**src/include/tick_timer_pkg.sv**
```systemverilog
/*
  Constants for the system tick timer: register offsets, field positions,
  reset values and timing counts.
  Assumes a 100 MHz core clock and an APB register port of 32-bit words.
*/
package tick_timer_pkg;

  localparam int ADDR_WIDTH = 12;
  localparam int DATA_WIDTH = 32;
  localparam int COUNT_WIDTH = 24;

  // Byte addresses of the registers
  localparam logic [11:0] TICK_CONTROL_OFFSET = 12'h010;
  localparam logic [11:0] TICK_RELOAD_OFFSET = 12'h014;
  localparam logic [11:0] TICK_CURRENT_COUNT_OFFSET = 12'h018;
  localparam logic [11:0] TICK_CALIBRATION_OFFSET = 12'h01C;
  localparam logic [11:0] TICK_IRQ_STATUS_OFFSET = 12'h020;
  localparam logic [11:0] TICK_IRQ_MASK_OFFSET = 12'h024;

  // Control and status fields
  localparam int CTRL_ENABLE_BIT = 0;
  localparam int CTRL_PEND_ENABLE_BIT = 1;
  localparam int CTRL_CLOCK_SELECT_BIT = 2;
  localparam int CTRL_ZERO_FLAG_BIT = 16;

  // Calibration fields
  localparam int CALIB_NO_REF_BIT = 31;
  localparam int CALIB_INEXACT_BIT = 30;

  // Interrupt status and mask fields
  localparam int IRQ_EVENTS = 2;
  localparam int IRQ_WRAP_BIT = 0;
  localparam int IRQ_CLEARED_BIT = 1;

  // Reset values
  localparam logic NO_REF_RESET = 1'b0;
  localparam logic INEXACT_RESET = 1'b1;
  localparam logic [23:0] CALIB_COUNT_RESET = 24'h000000;
  localparam logic [23:0] COUNT_RESET = 24'h000000;
  localparam logic [23:0] RELOAD_RESET = 24'h000000;
  localparam logic [1:0] IRQ_MASK_RESET = 2'h0;

  // Timing
  localparam int CLOCK_PERIOD_NS = 10;
  localparam int REF_DIVIDE = 64;
  localparam int TEN_MS_US = 10000;
  localparam int CALIB_TEN_MS_TICKS = (TEN_MS_US * 1000) / (CLOCK_PERIOD_NS * REF_DIVIDE);
  localparam logic [23:0] CALIB_TEN_MS_VALUE = 24'(CALIB_TEN_MS_TICKS);
  localparam logic [5:0] REF_DIVIDE_LAST = 6'(REF_DIVIDE - 1);

endpackage

```
**src/logic/ref_tick_divider.sv**
```systemverilog
/*
  Divides the core clock by 64 into a one-cycle reference tick enable.
  Assumes the reference clock is fosc/64 derived from the core clock.
*/
`timescale 1ns/1ps
`default_nettype none
module ref_tick_divider
  import tick_timer_pkg::*;
(
  input wire logic clock,
  input wire logic reset_n,
  input wire logic clock_enable,
  output logic ref_tick
);

  typedef struct packed {
    logic [5:0] phase;
    logic tick;
  } divider_state_type;

  divider_state_type state_q;
  divider_state_type state_d;

  always_comb
  begin
    state_d = state_q;
    state_d.tick = (state_q.phase == REF_DIVIDE_LAST);
    state_d.phase = state_q.phase + 6'h01;
  end

  always_ff @(posedge clock or negedge reset_n)
  begin
    if (!reset_n)
    begin
      state_q <= '0;
    end
    else if (clock_enable)
    begin
      state_q <= state_d;
    end
  end

  assign ref_tick = state_q.tick;

endmodule
`default_nettype wire

```
**src/logic/strap_sync.sv**
```systemverilog
/*
  Two flip-flop synchroniser for slowly changing strap inputs.
  Assumes the inputs stay stable for many cycles; no bus coherence is given.
*/
`timescale 1ns/1ps
`default_nettype none
module strap_sync #(
  parameter int WIDTH = 1
) (
  input wire logic clock,
  input wire logic reset_n,
  input wire logic clock_enable,
  input wire logic [WIDTH-1:0] async_in,
  output logic [WIDTH-1:0] sync_out
);

  typedef struct packed {
    logic [WIDTH-1:0] first;
    logic [WIDTH-1:0] second;
  } sync_state_type;

  sync_state_type state_q;
  sync_state_type state_d;

  always_comb
  begin
    state_d.first = async_in;
    state_d.second = state_q.first;
  end

  always_ff @(posedge clock or negedge reset_n)
  begin
    if (!reset_n)
    begin
      state_q <= '0;
    end
    else if (clock_enable)
    begin
      state_q <= state_d;
    end
  end

  assign sync_out = state_q.second;

endmodule
`default_nettype wire

```
**src/logic/core_tick_timer_count_calib.sv**
```systemverilog
/*
  System tick timer: 24-bit down counter with control, reload, current-count
  and calibration registers, an event status/mask pair and one interrupt line.
  Assumes an APB master on the core clock and static calibration straps.
*/
// Added by the designer: the register addresses and register access over APB.
`timescale 1ns/1ps
`default_nettype none
module core_tick_timer_count_calib
  import tick_timer_pkg::*;
(
  input wire logic clock,
  input wire logic reset_n,
  input wire logic clock_enable,
  input wire logic psel,
  input wire logic penable,
  input wire logic pwrite,
  input wire logic [11:0] paddr,
  input wire logic [31:0] pwdata,
  output logic [31:0] prdata,
  output logic pready,
  output logic pslverr,
  input wire logic no_ref_clock_in,
  input wire logic [23:0] calib_count_in,
  output logic irq,
  output logic tick_request
);

  // Register decode result; binary codes keep the compare narrow
  typedef enum logic [2:0] {
    REG_NONE = 3'b000,
    REG_CONTROL = 3'b001,
    REG_RELOAD = 3'b010,
    REG_CURRENT = 3'b011,
    REG_CALIBRATION = 3'b100,
    REG_IRQ_STATUS = 3'b101,
    REG_IRQ_MASK = 3'b110
  } register_select_type;

  typedef struct packed {
    logic [23:0] count;
    logic [23:0] reload;
    logic enable;
    logic pend_enable;
    logic clock_select;
    logic zero_flag;
    logic [1:0] irq_status;
    logic [1:0] irq_mask;
    logic no_ref_clock;
    logic calib_inexact;
    logic [23:0] calib_ten_ms_count;
    logic [31:0] rdata;
    logic ready;
    logic slverr;
    logic irq;
    logic tick_request;
  } timer_state_type;

  timer_state_type state_q;
  timer_state_type state_d;

  logic ref_tick;
  logic no_ref_sync;
  logic [23:0] calib_sync;

  ref_tick_divider u_ref_tick_divider (
    .clock(clock),
    .reset_n(reset_n),
    .clock_enable(clock_enable),
    .ref_tick(ref_tick)
  );

  // Straps come from outside the clock domain
  strap_sync #(.WIDTH(25)) u_strap_sync (
    .clock(clock),
    .reset_n(reset_n),
    .clock_enable(clock_enable),
    .async_in({no_ref_clock_in, calib_count_in}),
    .sync_out({no_ref_sync, calib_sync})
  );

  function automatic register_select_type decode_register(input logic [11:0] addr);
    if (addr == TICK_CONTROL_OFFSET)
    begin
      decode_register = REG_CONTROL;
    end
    else if (addr == TICK_RELOAD_OFFSET)
    begin
      decode_register = REG_RELOAD;
    end
    else if (addr == TICK_CURRENT_COUNT_OFFSET)
    begin
      decode_register = REG_CURRENT;
    end
    else if (addr == TICK_CALIBRATION_OFFSET)
    begin
      decode_register = REG_CALIBRATION;
    end
    else if (addr == TICK_IRQ_STATUS_OFFSET)
    begin
      decode_register = REG_IRQ_STATUS;
    end
    else if (addr == TICK_IRQ_MASK_OFFSET)
    begin
      decode_register = REG_IRQ_MASK;
    end
    else
    begin
      decode_register = REG_NONE;
    end
  endfunction

  function automatic logic is_mapped(input logic [11:0] addr);
    is_mapped = (decode_register(addr) != REG_NONE);
  endfunction

  // Zero reload holds the count at zero with no wrap event
  function automatic logic [23:0] next_count(input logic [23:0] count, input logic [23:0] reload);
    if (count == COUNT_RESET)
    begin
      next_count = reload;
    end
    else
    begin
      next_count = count - 24'h000001;
    end
  endfunction

  function automatic logic reaches_zero(input logic [23:0] count);
    reaches_zero = (count == 24'h000001);
  endfunction

  // Without a reference clock the slow source never ticks
  function automatic logic tick_source(input logic core_sel, input logic ref_in, input logic no_ref);
    tick_source = core_sel || (ref_in && !no_ref);
  endfunction

  function automatic logic [1:0] event_bits(input logic wrap, input logic cleared);
    logic [1:0] bits;
    bits = 2'h0;
    bits[IRQ_WRAP_BIT] = wrap;
    bits[IRQ_CLEARED_BIT] = cleared;
    event_bits = bits;
  endfunction

  // Set wins over a one-written clear in the same cycle
  function automatic logic [1:0] status_next(input logic [1:0] s, input logic [1:0] c,
                                             input logic [1:0] ev);
    status_next = (s & ~c) | ev;
  endfunction

  function automatic logic [31:0] read_word(input logic [11:0] addr, input timer_state_type s);
    logic [31:0] word;
    word = 32'h00000000;
    if (addr == TICK_CONTROL_OFFSET)
    begin
      word[CTRL_ENABLE_BIT] = s.enable;
      word[CTRL_PEND_ENABLE_BIT] = s.pend_enable;
      word[CTRL_CLOCK_SELECT_BIT] = s.clock_select;
      word[CTRL_ZERO_FLAG_BIT] = s.zero_flag;
    end
    else if (addr == TICK_RELOAD_OFFSET)
    begin
      word[23:0] = s.reload;
    end
    else if (addr == TICK_CURRENT_COUNT_OFFSET)
    begin
      word[23:0] = s.count;
    end
    else if (addr == TICK_CALIBRATION_OFFSET)
    begin
      word[CALIB_NO_REF_BIT] = s.no_ref_clock;
      word[CALIB_INEXACT_BIT] = s.calib_inexact;
      word[23:0] = s.calib_ten_ms_count;
    end
    else if (addr == TICK_IRQ_STATUS_OFFSET)
    begin
      word[1:0] = s.irq_status;
    end
    else if (addr == TICK_IRQ_MASK_OFFSET)
    begin
      word[1:0] = s.irq_mask;
    end
    read_word = word;
  endfunction

  always_comb
  begin
    logic setup;
    logic done;
    logic wr;
    logic rd;
    logic count_tick;
    logic reached_zero;
    logic write_clear;
    logic enabling;
    logic flag_read_clear;
    logic [1:0] events;
    logic [1:0] w1c;
    register_select_type sel;
    sel = REG_NONE;
    setup = 1'b0;
    done = 1'b0;
    wr = 1'b0;
    rd = 1'b0;
    count_tick = 1'b0;
    reached_zero = 1'b0;
    write_clear = 1'b0;
    enabling = 1'b0;
    flag_read_clear = 1'b0;
    events = 2'h0;
    w1c = 2'h0;
    state_d = state_q;

    // No wait state: data is registered in setup so every output is a flop
    setup = psel && !penable;
    done = psel && penable && state_q.ready;
    wr = done && pwrite;
    rd = done && !pwrite;
    sel = decode_register(paddr);
    state_d.ready = setup;
    if (setup)
    begin
      state_d.rdata = pwrite ? 32'h00000000 : read_word(paddr, state_q);
      state_d.slverr = !is_mapped(paddr);
    end
    else if (done)
    begin
      state_d.rdata = 32'h00000000;
      state_d.slverr = 1'b0;
    end

    // Calibration fields follow the straps only, never the bus
    state_d.no_ref_clock = no_ref_sync;
    state_d.calib_ten_ms_count = calib_sync;
    state_d.calib_inexact = (state_q.calib_ten_ms_count != CALIB_TEN_MS_VALUE);

    // Counting tick from the selected source; no reference means no ticks from the reference source, core clock ticks go on
    count_tick = state_q.enable &&
                 tick_source(state_q.clock_select, ref_tick, state_q.no_ref_clock);

    if (wr)
    begin
      if (sel == REG_CONTROL)
      begin
        enabling = pwdata[CTRL_ENABLE_BIT] && !state_q.enable;
        state_d.enable = pwdata[CTRL_ENABLE_BIT];
        state_d.pend_enable = pwdata[CTRL_PEND_ENABLE_BIT];
        state_d.clock_select = pwdata[CTRL_CLOCK_SELECT_BIT];
      end
      else if (sel == REG_RELOAD)
      begin
        state_d.reload = pwdata[23:0];
      end
      else if (sel == REG_IRQ_MASK)
      begin
        state_d.irq_mask = pwdata[1:0];
      end
      else if (sel == REG_IRQ_STATUS)
      begin
        w1c = pwdata[1:0];
      end
    end
    write_clear = wr && (sel == REG_CURRENT);

    // Counter: write clear beats a tick, enabling beats both
    if (enabling)
    begin
      state_d.count = state_q.reload;
    end
    else if (write_clear)
    begin
      state_d.count = COUNT_RESET;
    end
    else if (count_tick)
    begin
      state_d.count = next_count(state_q.count, state_q.reload);
      reached_zero = reaches_zero(state_q.count);
    end

    // A read clears only a flag value already handed out in read data; a current-count write clears it always
    flag_read_clear = rd && (paddr == TICK_CONTROL_OFFSET) && state_q.rdata[CTRL_ZERO_FLAG_BIT];
    if (reached_zero)
    begin
      state_d.zero_flag = 1'b1;
    end
    else if (write_clear)
    begin
      state_d.zero_flag = 1'b0;
    end
    else if (flag_read_clear)
    begin
      state_d.zero_flag = 1'b0;
    end

    events = event_bits(reached_zero, write_clear);
    state_d.irq_status = status_next(state_q.irq_status, w1c, events);
    state_d.irq = |(state_d.irq_status & state_d.irq_mask);
    state_d.tick_request = reached_zero && state_q.pend_enable;
  end

  always_ff @(posedge clock or negedge reset_n)
  begin
    if (!reset_n)
    begin
      state_q <= '0;
      state_q.count <= COUNT_RESET;
      state_q.reload <= RELOAD_RESET;
      state_q.irq_mask <= IRQ_MASK_RESET;
      state_q.no_ref_clock <= NO_REF_RESET;
      state_q.calib_inexact <= INEXACT_RESET;
      state_q.calib_ten_ms_count <= CALIB_COUNT_RESET;
    end
    else if (clock_enable)
    begin
      state_q <= state_d;
    end
  end

  assign prdata = state_q.rdata;
  assign pready = state_q.ready;
  assign pslverr = state_q.slverr;
  assign irq = state_q.irq;
  assign tick_request = state_q.tick_request;

endmodule
`default_nettype wire

```
**config.mk**
```make
export PLATFORM = sky130hd
export DESIGN_NAME = core_tick_timer_count_calib
export DESIGN_NICKNAME = d
export VERILOG_FILES = /design/src/include/tick_timer_pkg.sv /design/src/logic/ref_tick_divider.sv /design/src/logic/strap_sync.sv /design/src/logic/core_tick_timer_count_calib.sv
export SDC_FILE = /design/constraint.sdc
export NUM_CORES = 1
export LEC_CHECK = 0
export BUFFER_PORTS_ARGS = -buffer_cell sky130_fd_sc_hd__buf_2
export CORE_ASPECT_RATIO = 1.75
export CORE_MARGIN = 5
export CORE_UTILIZATION = 57
export CTS_BUF_LIST = sky130_fd_sc_hd__clkbuf_2
export DETAILED_ROUTE_END_ITERATION = 7
export PLACE_DENSITY = 0.79
export SYNTH_ARGS = -nofsm -noshare
export SYNTH_HDL_FRONTEND = slang
export SYNTH_SLANG_ARGS = --single-unit
```
**constraint.sdc**
```tcl
create_clock -name clock -period 5.8 [get_ports clock]
set_input_delay 1.16 -clock clock [delete_from_list [all_inputs] [get_ports clock]]
set_output_delay 1.16 -clock clock [all_outputs]
set_load 0.05 [all_outputs]
```
# ---- Word level (Yosys, flattened, before mapping)
# Index checks and enable logic that the tools add are counted.
dict set report word_totals {
  register_bits 175
  in_bits 75
  out_inout_bits 36
  wordCells 117
}
dict set report classes {
  n_addsub 2
  n_eq_ne 14
  mux 47
  n_bitwise 5
  reduce_logical 29
}
# op n
set op_table {}
lappend op_table {{2-to-1 mux 24 bit} 6}
lappend op_table {{2-to-1 mux 32 bit} 3}
lappend op_table {{== test 12 x 5 -> 1 bit, second input constant} 4}
lappend op_table {{2-to-1 mux 2 bit} 16}
lappend op_table {{== test 12 x 6 -> 1 bit, second input constant} 2}
lappend op_table {{== test 24 x 1 -> 1 bit, second input constant} 1}
lappend op_table {{logical NOT 24 bit} 1}
lappend op_table {{2-to-1 mux 3 bit} 8}
lappend op_table {{inequality test 24 x 14 -> 1 bit, second input constant} 1}
lappend op_table {{subtractor 24 x 1 -> 24 bit, second input constant} 1}
lappend op_table {{2-to-1 mux 22 bit} 1}
lappend op_table {{2-to-1 mux 13 bit} 1}
lappend op_table {{logical AND 1 bit} 12}
lappend op_table {{2-to-1 mux 1 bit} 11}
lappend op_table {{nonzero test 3 bit} 3}
lappend op_table {{2-to-1 mux 7 bit} 1}
lappend op_table {{adder 6 x 1 -> 6 bit, second input constant} 1}
lappend op_table {{== test 3 x 2 -> 1 bit, second input constant} 2}
lappend op_table {{== test 3 bit, second input constant} 2}
lappend op_table {{== test 6 bit, second input constant} 1}
lappend op_table {{AND reduction 2 bit} 3}
lappend op_table {{logical NOT 1 bit} 5}
lappend op_table {{AND 2 bit} 2}
lappend op_table {{AND reduction 4 bit} 1}
lappend op_table {{other kinds (8)} 8}

# ---- Longest topological paths before layout
# Gate-level depths: netlist of the first run.
dict set report logic_depth {
  depth_word 18
  ltp_mapped 9
}

# ---- Cells and area by module
# From an unflattened synthesis of the first run, not the netlist that was laid out.
dict set report hier_totals {
  hier_cells 710
  hier_area_um2 8479.4
}
# module n_inst cells_each area_each_um2 seq_area_each_um2
set modules_own_cells {}
lappend modules_own_cells {core_tick_timer_count_calib 1 580 6054.6 2803.9}
lappend modules_own_cells {strap_sync 1 106 2113.3 1251.2}
lappend modules_own_cells {ref_tick_divider 1 24 311.5 175.2}

# ---- Least setup slack after synthesis of the first run
# No wires, ideal clock.
dict set report synth_timing {
  path_type {input to register}
  startpoint {in paddr[9]}
  endpoint {reg state_q[66] (netlist bit)}
  t_arrival_ns 3.503
  t_required_ns 5.673
  path_slack_ns 2.170
  stages 7
  path_buffers 1
  path_cell_list {or4_4 -> or4b_4 -> or3_1 -> buf_2 -> or3b_1 -> a2111oi_2 -> o21ai_1}
}
dict set report synth_via {
  elab_chain_cells 13
  word_cells_on_any_way 25
}
# element line
set synth_lines {}
lappend synth_lines {{start, declared} core_tick_timer_count_calib.sv:18} ;# input wire logic [11:0] paddr,
lappend synth_lines {{== test 12 x 6 -> 1 bit} core_tick_timer_count_calib.sv:103} ;# else if (addr == TICK_IRQ_MASK_OFFSET)
lappend synth_lines {{2-to-1 mux 3 bit} core_tick_timer_count_calib.sv:103}
lappend synth_lines {{2-to-1 mux 3 bit} core_tick_timer_count_calib.sv:99} ;# else if (addr == TICK_IRQ_STATUS_OFFSET)
lappend synth_lines {{2-to-1 mux 3 bit} core_tick_timer_count_calib.sv:95} ;# else if (addr == TICK_CALIBRATION_OFFSET)
lappend synth_lines {{2-to-1 mux 3 bit} core_tick_timer_count_calib.sv:91} ;# else if (addr == TICK_CURRENT_COUNT_OFFSET)
lappend synth_lines {{2-to-1 mux 3 bit} core_tick_timer_count_calib.sv:87} ;# else if (addr == TICK_RELOAD_OFFSET)
lappend synth_lines {{2-to-1 mux 3 bit} core_tick_timer_count_calib.sv:83} ;# if (addr == TICK_CONTROL_OFFSET)
lappend synth_lines {{== test 3 x 1 -> 1 bit / == test 3 x 2 -> 1 bit (equally long branches)} {core_tick_timer_count_calib.sv:244, core_tick_timer_count_calib.sv:264}}
lappend synth_lines {{2-to-1 mux 1 bit / logical AND 1 bit (equally long branches)} {core_tick_timer_count_calib.sv:244, core_tick_timer_count_calib.sv:264}}
lappend synth_lines {{2-to-1 mux 1 bit, on equally long branches} {core_tick_timer_count_calib.sv:242, core_tick_timer_count_calib.sv:271}}
lappend synth_lines {{2-to-1 mux 1 bit} core_tick_timer_count_calib.sv:267} ;# if (enabling)
lappend synth_lines {{nonzero test 3 bit (no line)} -}
lappend synth_lines {{AND reduction 2 bit (no line)} -}
lappend synth_lines {{end signal, assigned} core_tick_timer_count_calib.sv:316} ;# state_q <= state_d;
lappend synth_lines {{end, declared} core_tick_timer_count_calib.sv:59} ;# timer_state_type state_q;
# Parallel ways exist; a longest one is shown, timed or not.
# A chain may end at the register's enable or synchronous reset.

# ---- Worst setup path in the final report of the first run
dict set report layout_timing {
  startpoint {in paddr[9]}
  endpoint {reg state_q[69] (netlist bit)}
}
dict set report layout_via {
  elab_chain_cells 9
  word_cells_on_any_way 14
}
# element line
set layout_lines {}
lappend layout_lines {{== test 12 x 6 -> 1 bit} core_tick_timer_count_calib.sv:103}
lappend layout_lines {{2-to-1 mux 3 bit} core_tick_timer_count_calib.sv:103}
lappend layout_lines {{2-to-1 mux 3 bit} core_tick_timer_count_calib.sv:99}
lappend layout_lines {{2-to-1 mux 3 bit} core_tick_timer_count_calib.sv:95}
lappend layout_lines {{2-to-1 mux 3 bit} core_tick_timer_count_calib.sv:91}
lappend layout_lines {{2-to-1 mux 3 bit} core_tick_timer_count_calib.sv:87}
lappend layout_lines {{2-to-1 mux 3 bit (*)} core_tick_timer_count_calib.sv:83}
lappend layout_lines {{== test 3 x 1 -> 1 bit (*)} core_tick_timer_count_calib.sv:244} ;# if (sel == REG_CONTROL)
lappend layout_lines {{AND reduction 3 bit (no line) (*)} -}
# Every way passes the cells marked *; elsewhere a longest branch is shown, timed or not.

==> results of run 1 <==
-- flip-flops by register name (all words and copies together), names as in the netlist, 6 cells and up --
signal and flops:
u_ref_tick_divider.state_q 6, u_strap_sync.state_d 25, state_q 82, u_strap_sync.sync_out 25, prdata 26
-- power by group through the flow --
stage	combinational [mW]	sequential, mW	clock, mW
2_1_floorplan	0.177	1.36	0
3_3_place_gp	0.249	1.40	0
3_5_place_dp	0.262	1.41	0
4_1_cts	0.263	1.38	0.655
5_1_grt	0.290	1.39	0.714
6_report	0.261	1.38	0.635
-- cell families after synthesis --
family | Yosys count | synth area share
fa+ha+maj | 4 | 0.00624
flops | 169 | 0.527
buf+inv | 84 | 0.0544
simple gates | 187 | 0.120
other cells | 1 | 0.000468
compound gates | 160 | 0.130
mux | 112 | 0.156
xor+xnor | 5 | 0.00546
-- synth_stat cells (all sizes together) (8+ instances only) --
| cell type | n |
|---|---|
| nor3 | 32 |
| buf | 36 |
| nor4 | 16 |
| inv | 8 |
| clkbuf | 39 |
| mux2 | 106 |
| dfrtp | 168 |
| nand3 | 8 |
| nand4 | 8 |
| or3 | 8 |
| a21oi | 23 |
| nor2 | 31 |
| o21ai | 74 |
| nand2 | 54 |
| a222oi | 20 |
-- placed cells by master (no fill, tap or decap), types with 4 or more instances in the layout --
master    Yosys  final
a21oi_1      23     23
a222oi_1     20     20
a32oi_1       5      5
buf_2         1     94
buf_4        32     12
clkbuf_2      0     18
conb_1        1      6
dfrtp_1     168    168
ha_1          4      4
inv_1         8      8
inv_8         0      4
mux2_2      106    106
mux2i_1       6      6
nand2_1      54     54
nand2b_1      4      4
nand3_1       8      8
nand3b_1      5      5
nand4_1       8      8
nor2_1       31     30
nor3_1       32     31
nor4_1       14     14
o21ai_0      72     72
or3_1         8      8
-- how the worst max path moves through the flow --
stage                     slack [ps]          end  cells after the start
after floorplan                 2170  state_q[66]                      7
after global routing            2570   prdata[14]                      7
final                           2610  state_q[69]                      6
after detailed placement        1870  state_q[67]                      6
after global placement          1900  state_q[68]                      6
after CTS                       2670  state_q[69]                      6
-- final cells by class --
type / count / area [sq um]
inverters: 9 / 33.8
clock buffers: 18 / 90.1
repair buffers: 107 / 572
well taps: 177 / 221
fillers: 1134 / 5120
flip-flops and latches: 169 / 4230
diodes: 1 / 2.50
multi-input cells: 474 / 3400
clock inverters: 14 / 161
-- critical path, cell delays in order --
cell	delay, ps
buf_2	100
or4_4	570
or4b_4	580
a2111oi_0	750
nand3_1	310
mux2_2	350
-- layer usage --
metal | vias up | global-route usage
li1 | 2746 | -
met1 | 2999 | 0.321
met2 | 290 | 0.426
met3 | 56 | 0.0427
met4 | 0 | 0.130
met5 | - | 0
==> key figures, run 1 <==
Outcome
  • Status: finished with violations
  • Failing checks: DRC

Place
  • Placed cell areas: 8460 sq um
  • Placed instance count: 936
  • Post-place setup slack: 1870 ps
  • HPWL Detailed: 14.7 mm
  • PortBufs: 96
  • Routability cong.: 0.936

Cells and area
  • Share of cells above drive strength 1: 0.326
  • Non-Filler Instances: 969
  • Final core utilization: 0.630
  • Area delta synth->final: 8.66%
  • NumNets Final: 857
  • Design area: 8710 sq um

Flow run
  • Max-cap violations: 0

Synth
  • Post-synth top area cell: dfrtp_1
  • Ys flop type: dfrtp_1
  • Synth unique cells: 61
  • Syn_area_per_cell: 11.1 sq um
  • Mapped Area: 8020 sq um
  • EDFF count, synth: 0
  • Largest cells by area after synthesis: dfrtp_1 (52%), mux2_2 (15%), o21ai_0 (4.5%), buf_4 (3.0%), nand2_1 (2.5%)
  • Cell count after synthesis: 722
  • Synth top area share: 0.524
  • Syn. warnings: 0
  • Post-synthesis sequential area ratio: 0.527
  • Synthesis-stage register bit count: 169
  • Post-synth ARST share: 1.00

Setup path
  • Crit path required time: 6440 ps
  • Worst R2R Start: state_q[110]
  • Worst Setup Path Type: in2reg
  • Critical Path Source: paddr[9]
  • Worst R2R End: state_q[107]
  • R2r worst-path depth: 6
  • Crit path max fanout: 6
  • Worst reg-to-reg setup slack: 2870 ps
  • Element type at the critical path end: flip-flop
  • Arr. time, crit path: 3830 ps
  • Worst Setup Start Kind: primary input

Power and ir drop
  • Max IR drop VDD: 190 uV
  • Clock power frac: 0.279
  • Total Power: 2.28 mW
  • Sw Ratio: 0.302
  • Sw Pwr: 0.689 mW
  • P_leak: 3.87 nW
  • Power Density: 262 nW/um^2
  • Combinational share of power: 0.114
  • Power Internal: 1.59 mW
  • Seq pwr share: 0.607

Timing
  • Worst-margin pin slew: 1210 ps
  • Fin crit period: 3190 ps
  • Final hold violations: 0
  • Period utilization: 0.550
  • Finish-stage setup viols: 0
  • Slew Limit Fails: 0
  • RSZ-0062 raised after global routing: false
  • Hold WS: 300 ps
  • Setup TNS: 0 ps
  • Setup ws final: 2610 ps
  • Fmax: 313 MHz
  • Slew HR: 0.189
  • Clk_skew: 49.4 ps

Clock network
  • Max clock buf depth: 2
  • Root buf cell: clkbuf_2
  • CTS Buf Count: 17
  • CTS tree: done
  • Clk slew on worst S/H paths: 290 ps
  • Setup bufs post-CTS: 0
  • Post-cts gate resize count: 0
  • CTS hold repair buffers: 0
  • Clock latency on the worst-skew pair: 740 ps
  • CTS H-Tree Depth: 4
  • CTS Sinks: 169

Worst hold path
  • Worst Hold Class: in2async

Routing
  • Routed wl met2: 10.5 mm
  • Iteration-0 DRC Markers: 648
  • Final WL: 20.7 mm
  • Via-per-instance ratio: 6.29
  • First drt pass iteration count: 8
  • Routed Antenna Nets: 0
  • DRC viols: 3
  • WL per Instance: 21.4 um
  • Max layer used: met4
  • Met3 WL: 1.31 mm
  • Wire length on met1: 7.83 mm
  • DR vias: 6091

Die
  • Die Span X: 99.7 um
  • Die H: 167 um
  • Die area: 16600 sq um
  • Row Count: 57
  • Core box area: 13800 sq um
  • Initial Utilization: 0.580
  • # IOs: 111

Global routing
  • Number of global-route vias before repair: 6255
  • Gr ovfl total: 0
  • Total track usage: 0.257
  • Largest net degree at the start of global routing: 60
  • Initial antenna violation count: 1
  • First-pass GRT wire length: 33.4 mm
(Power assumes the default switching activity.)
==> run 2: changes to the inputs <==
--- a/config.mk
+++ b/config.mk
@@ -8,7 +8,7 @@
 export BUFFER_PORTS_ARGS = -buffer_cell sky130_fd_sc_hd__buf_2
 export CORE_ASPECT_RATIO = 1.75
 export CORE_MARGIN = 5
-export CORE_UTILIZATION = 57
+export CORE_UTILIZATION = 54
 export CTS_BUF_LIST = sky130_fd_sc_hd__clkbuf_2
 export DETAILED_ROUTE_END_ITERATION = 7
 export PLACE_DENSITY = 0.79
==> constraint.sdc (replaced) <==
create_clock -name clock -period 2.9 [get_ports clock]
set_input_delay 0.58 -clock clock [delete_from_list [all_inputs] [get_ports clock]]
set_output_delay 0.58 -clock clock [all_outputs]
set_load 0.05 [all_outputs]
==> run 2 against run 1 <==
Die area up 5.1%. Utilization grew 1.2 points. Wire length rose by 7.3%. Worst setup slack lost 2200 ps. Worst hold slack got worse by 230 ps. Global-route usage rose by 0.28 points. The flow now finishes without violations. Register-to-register slack worse by 2400 ps. Largest cell class unchanged. Sequential share of layout area shrank 3.9 points. Critical path type is now reg2reg.
==> key figures, run 2 (synthesis results as in run 1) <==
Outcome
  • Status: finished, final reports clean

Timing
  • Finish-stage setup viols: 0 (unchanged)
  • Clk_skew: 39.7 ps (-9.69 ps)
  • RSZ-0062 raised after global routing: false
  • Fmax: 408 MHz
  • Slew Limit Fails: 0 (unchanged)
  • Final hold violations: 0 (unchanged)
  • Period utilization: 0.844
  • Setup TNS: 0 ps (unchanged)
  • Fin crit period: 2450 ps
  • Hold WS: 73.0 ps (-227 ps)
  • Slew HR: 0.285 (+0.0961)
  • Worst-margin pin slew: 1070 ps (-136 ps)

Cells and area
  • Most frequent cells in the layout: dfrtp_1 (168), mux2_2 (106), buf_2 (94), o21ai_0 (72), nand2_1 (54)
  • Commonest non-fill, non-tap cell in the layout: dfrtp_1
  • FILL cells: 1174 (+3.5%)
  • Design area: 9470 sq um (+8.7%)
  • Area delta synth->final: 18.1%
  • Largest reg by FF count: state_q
  • NumNets Final: 932 (+8.8%)
  • Number of flip-flops in the largest register: 82 (unchanged)
  • Share of cells above drive strength 1: 0.341 (+0.0145)

Global routing
  • Gr ovfl total: 0 (unchanged)
  • First-pass GRT wire length: 34.8 mm (+4.3%)
  • Initial antenna violation count: 1 (unchanged)
  • Number of global-route vias before repair: 6646 (+6.3%)
  • Total track usage: 0.260 (+0.00276)
  • Largest net degree at the start of global routing: 93 (+55%)

Clock network
  • Max clock buf depth: 2 (unchanged)
  • CTS tree: done
  • Clk slew on worst S/H paths: 260 ps (-30 ps)
  • CTS hold repair buffers: 6 (+6)
  • CTS Sinks: 169 (unchanged)
  • CTS Buf Count: 17 (unchanged)
  • CTS H-Tree Depth: 4 (unchanged)
  • Post-cts gate resize count: 0 (unchanged)
  • Root buf cell: clkbuf_2
  • Setup bufs post-CTS: 0 (unchanged)
  • Clock latency on the worst-skew pair: 730 ps (about the same)

Routing
  • DRC viols: 0 (-3)
  • First drt pass iteration count: 7 (-1)
  • Via-per-instance ratio: 6.05 (-3.8%)
  • WL per Instance: 21.2 um (-0.97%)
  • Final WL: 22.2 mm (+7.3%)
  • Iteration-0 DRC Markers: 544 (-16%)
  • DR vias: 6350 (+4.3%)
  • Routed Antenna Nets: 0 (unchanged)

Setup path
  • Crit path required time: 3560 ps (-2880 ps)
  • Crit path max fanout: 6 (unchanged)
  • R2r worst-path depth: 7 (+1)
  • Arr. time, crit path: 3110 ps (-720 ps)
  • WP buf/inv: 2 (+1)
  • Worst Setup Path Type: reg2reg
  • Worst path slowest cell: nor4_1
  • Worst R2R End: state_q[66]
  • Worst path cell trace: nor4_1 > buf_4 > nand4_1 > buf_4 > nor4_1 > nand2_1 > o21ai_1
  • Worst R2R Start: state_q[99]
  • Element type at the critical path end: flip-flop
  • Worst reg-to-reg setup slack: 450 ps (-2420 ps)
  • Critical path's largest stage delay: 690 ps (-60 ps)
  • Top cell family by delay on the critical path: simple AND/OR/NAND/NOR gates
  • Worst Setup Start Kind: flip-flop

Worst hold path
  • Hold path depth: 2
  • Worst Hold Launch: pwdata[18]
  • Hold EP: state_q[88]
  • Worst Hold Class: in2reg

Power and ir drop
  • Sw Ratio: 0.306 (+0.00390)
  • Max IR drop VDD: 358 uV (+88%)
  • Sw Pwr: 1.43 mW (+110%)
  • Power Density: 494 nW/um^2 (+89%)
  • Clock power frac: 0.282 (+0.003)
  • Combinational share of power: 0.127 (+0.013)
  • Seq pwr share: 0.592 (-0.015)
  • P_leak: 4.24 nW (+9.4%)
  • Power Internal: 3.24 mW (+100%)

Die
  • Die Span X: 102 um (+2.5%)
  • Die area: 17500 sq um (+5.1%)
  • Initial Utilization: 0.543 (-0.0365)
  • Die H: 171 um (+2.6%)
  • # IOs: 111 (unchanged)
  • Row Count: 59 (+3.5%)
  • Core box area: 14800 sq um (+6.7%)

Place
  • HPWL Detailed: 15.8 mm (+7.8%)
  • Routability cong.: 0.920 (-1.7%)
  • PortBufs: 96 (unchanged)
  • Placed cell areas: 8840 sq um (+4.5%)

Flow run
  • Max-cap violations: 0 (unchanged)
[run 2: cell count changes in the layout (fill, tap and decap cells not counted)]
| cell | delta |
|---|---|
| dlygate4sd3_1 | +37 |
| buf_4 | +31 |
| buf_12 | +7 |
| inv_8 | +2 |
| clkbuf_2 | -1 |
| clkinv_2 | -1 |
| clkinvlp_4 | +1 |
| inv_6 | -1 |
| nor2_1 | +1 |
| nor2_2 | -1 |
[run 2: metrics by stage]
stage,instances,setup slack [ps],util,power (mW)
floorplan,727,-62.9,-,3.07
global placement,980,-80.7,0.599,3.33
detailed placement,980,-160,0.599,3.37
CTS,1018,417,0.621,4.68
global route,1050,209,0.642,4.90
finish,1050,451,0.642,4.68
[run 2: power groups by stage]
stage / combinational (mW) / clock (mW) / sequential [mW]
after global routing: 0.654 / 1.46 / 2.79
after global placement: 0.529 / 0 / 2.80
final: 0.593 / 1.32 / 2.77
after CTS: 0.565 / 1.34 / 2.77
after floorplan: 0.353 / 0 / 2.72
after detailed placement: 0.554 / 0 / 2.81
[run 2: cell type report]
cell class                 count  area, sq um  share of cell area
sequential                   169         4230               0.447
multi-input combinational    474         3400               0.359
timing repair buffer         182         1320               0.139
tap                          183          229              0.0242
clock inverter                15          178              0.0188
clock buffer                  17         85.1             0.00898
inverter                       9         33.8             0.00357
antenna                        1         2.50            0.000264
[run 2: layer usage]
| layer | wire length [um] | track usage |
|---|---|---|
| met1 | 8130 | 0.313 |
| met2 | 11600 | 0.443 |
| met3 | 1310 | 0.0430 |
| met4 | 1170 | 0.134 |
| met5 | 0 | 0 |
[run 2: worst register-to-register path, delay by kind of cell (launching register included)]
kind | cells | cell delay, ps
and+or+nand+nor | 4 | 1370
DFF | 1 | 480
buffers and inverters | 2 | 410
AOI/OAI and AO/OA | 1 | 150
[run 2: how the worst max path moves through the flow]
stage	start	endpoint	slack (ps)	cells past startpoint
after floorplan	paddr[9]	state_q[66]	-60	7
after global placement	paddr[9]	state_q[66]	-80	7
after detailed placement	paddr[9]	state_q[66]	-160	7
after CTS	state_q[112]	state_q[66]	420	6
after global routing	state_q[112]	state_q[66]	210	6
final	state_q[99]	state_q[66]	450	7
==> run 3: changes to the inputs <==
==> constraint.sdc (replaced) <==
create_clock -name clock -period 2 [get_ports clock]
set_input_delay 0.4 -clock clock [delete_from_list [all_inputs] [get_ports clock]]
set_output_delay 0.4 -clock clock [all_outputs]
set_load 0.05 [all_outputs]
==> run 3 against run 2 <==
The run now ends with setup timing left. Critical path depth did not move. Global-route usage rose by 3.6 points. Critical path type is now in2reg. Sequential share of layout area is 5.4 points lower. Design area is 14% higher. Clock skew rose by 5.4 ps. Wire length is 13% higher. Sequential cell count unchanged. Die area did not move. Non-clock buffer count grew 105. Power increased by 50%. Largest power group unchanged. Worst setup slack lost 530 ps. Clock power grew 48%.
==> key figures, run 3 (synthesis results as in run 1) <==
Timing
  • Final hold violations: 0 (unchanged)
  • RSZ-0062 raised after global routing: true
  • Slew Limit Fails: 0 (unchanged)
  • Hold WS: 87.4 ps (+14.3 ps)
  • Clk_skew: 45.1 ps (+5.45 ps)
  • Finish-stage setup viols: 32 (+32)
  • Setup TNS: -648 ps (-648 ps)
  • Setup ws final: -76.6 ps (-528 ps)
  • Slew HR: 0.667 (+0.381)
  • Worst-margin pin slew: 497 ps (-575 ps)
  • Fin crit period: 2080 ps
  • Fmax: 482 MHz
  • Period utilization: 1.04

Cells and area
  • Final core utilization: 0.731 (+0.0894)
  • Area of the multi-input gates: 3720 sq um (+9.5%)
  • Number of flip-flops in the largest register: 82 (unchanged)
  • Largest reg by FF count: state_q
  • Area delta synth->final: 34.6%
  • NumNets Final: 1037 (+11%)
  • Commonest non-fill, non-tap cell in the layout: dfrtp_1
  • Most frequent cells in the layout: dfrtp_1 (167), buf_4 (118), buf_2 (91), mux2_2 (82), nand2_1 (54)
  • Share of cells above drive strength 1: 0.437 (+0.0960)
  • Non-Filler Instances: 1155 (+10%)
  • FILL cells: 1073 (-8.6%)
  • Register area: 4230 sq um (about the same)

Setup path
  • Worst R2R Start: state_q[97]
  • Worst reg-to-reg setup slack: -50 ps (-500 ps)
  • Element type at the critical path end: flip-flop
  • Arr. time, crit path: 2690 ps (-420 ps)
  • Critical Path Source: paddr[9]
  • Crit path required time: 2610 ps (-950 ps)
  • Worst Setup Start Kind: primary input
  • Worst Setup Path Type: in2reg
  • Crit path max fanout: 3 (-3)

Die
  • Core box area: 14800 sq um (unchanged)
  • Initial Utilization: 0.543 (unchanged)
  • Row Count: 59 (unchanged)
  • # IOs: 111 (unchanged)
  • Die area: 17500 sq um (unchanged)
  • Die Span X: 102 um (unchanged)
  • Die H: 171 um (unchanged)

Global routing
  • Total track usage: 0.296 (+0.0364)
  • Gr ovfl total: 0 (unchanged)
  • Initial antenna violation count: 1 (unchanged)
  • First-pass GRT wire length: 39.7 mm (+14%)
  • Number of global-route vias before repair: 7468 (+12%)
  • Largest net degree at the start of global routing: 65 (-30%)

Clock network
  • CTS Buf Count: 17 (unchanged)
  • CTS Sinks: 169 (unchanged)
  • CTS H-Tree Depth: 4 (unchanged)
  • CTS tree: done
  • Root buf cell: clkbuf_2
  • Max clock buf depth: 2 (unchanged)
  • Clk slew on worst S/H paths: 260 ps (about the same)
  • Clock latency on the worst-skew pair: 730 ps (about the same)

Outcome
  • Status: finished with violations
  • Failing checks: setup timing

Place
  • Placed instance count: 1057 (+7.9%)
  • Routability cong.: 0.954 (+3.7%)
  • HPWL Detailed: 17.4 mm (+9.8%)
  • PortBufs: 96 (unchanged)

Routing
  • DR vias: 7003 (+10%)
  • Final WL: 25.1 mm (+13%)
  • Via-per-instance ratio: 6.06 (+0.26%)
  • DRC viols: 0 (unchanged)
  • First drt pass iteration count: 6 (-1)
  • Routed Antenna Nets: 0 (unchanged)
  • WL per Instance: 21.7 um (+2.6%)
  • Iteration-0 DRC Markers: 510 (-6.3%)

Worst hold path
  • Worst Hold Launch: pwdata[0]
  • Worst Hold Class: in2reg

Power and ir drop
  • Power Density: 648 nW/um^2 (+31%)
  • Max IR drop VDD: 587 uV (+64%)
  • Total Power: 6.99 mW (+50%)
  • P_leak: 4.87 nW (+15%)

Flow run
  • Max-cap violations: 0 (unchanged)
==> run 3: cell count changes in the layout (fill, tap and decap cells not counted), sizes merged <==
cell,previous run,this run
buf,145,236
dlygate4sd3,37,49
clkbuf,17,20
clkinv,6,3
bufinv,1,2
clkinvlp,1,2
==> run 3: final cells by class <==
type / count / area share
clock buffer: 18 / 0.00835
multi-input combinational: 474 / 0.345
clock inverter: 14 / 0.0165
antenna: 1 / 0.000232
tap: 183 / 0.0212
timing repair buffer: 287 / 0.214
inverter: 9 / 0.00313
sequential: 169 / 0.392
==> run 3: final timing paths <==
check / end / depth (start not counted)
worst min register to register: u_ref_tick_divider.state_q[6] / 1
min in group asynchronous: u_strap_sync.state_d[13] / 2
worst max register to register: state_q[112] / 8
max in group asynchronous: u_strap_sync.state_d[21] / 3
worst min-delay path: state_q[70] / 3
worst max-delay path: state_q[66] / 7
==> run 3: worst max-delay path: stages <==
cell	delay, ps
buf_6	90
or4_4	540
or4b_4	510
or3_4	350
or3b_4	400
a2111oi_2	300
o21ai_1	100
==> run 3: layer usage <==
metal | track usage | wire (um) | up-vias
li1 | - | - | 3111
met1 | 0.341 | 8780 | 3440
met2 | 0.511 | 12900 | 328
met3 | 0.0430 | 1580 | 124
met4 | 0.182 | 1860 | 0
met5 | 0 | 0 | -
==> run 3: timing repair <==
item,in CTS,in global routing
buffers inserted,5,5
gates cloned,4,2
setup endpoints to repair,51,52
hold buffers,49,0
hold endpoints to repair,220,0
pin swaps,8,10
gates resized for setup,41,58
==> run 3: power breakdown <==
group / internal, mW / leakage (nW) / switching, mW
clock network: 0.638 / 0.155 / 1.32
registers: 3.72 / 2.16 / 0.298
logic: 0.539 / 2.56 / 0.471
total: 4.90 / 4.87 / 2.09
==> run 3: metrics by stage <==
step / area [sq um] / setup WS [ps]
6_report: 10800 / -76.6
2_1_floorplan: 8180 / -783
5_1_grt: 10800 / -150
4_1_cts: 10500 / -52.7
3_5_place_dp: 9540 / -850
3_3_place_gp: 9540 / -788
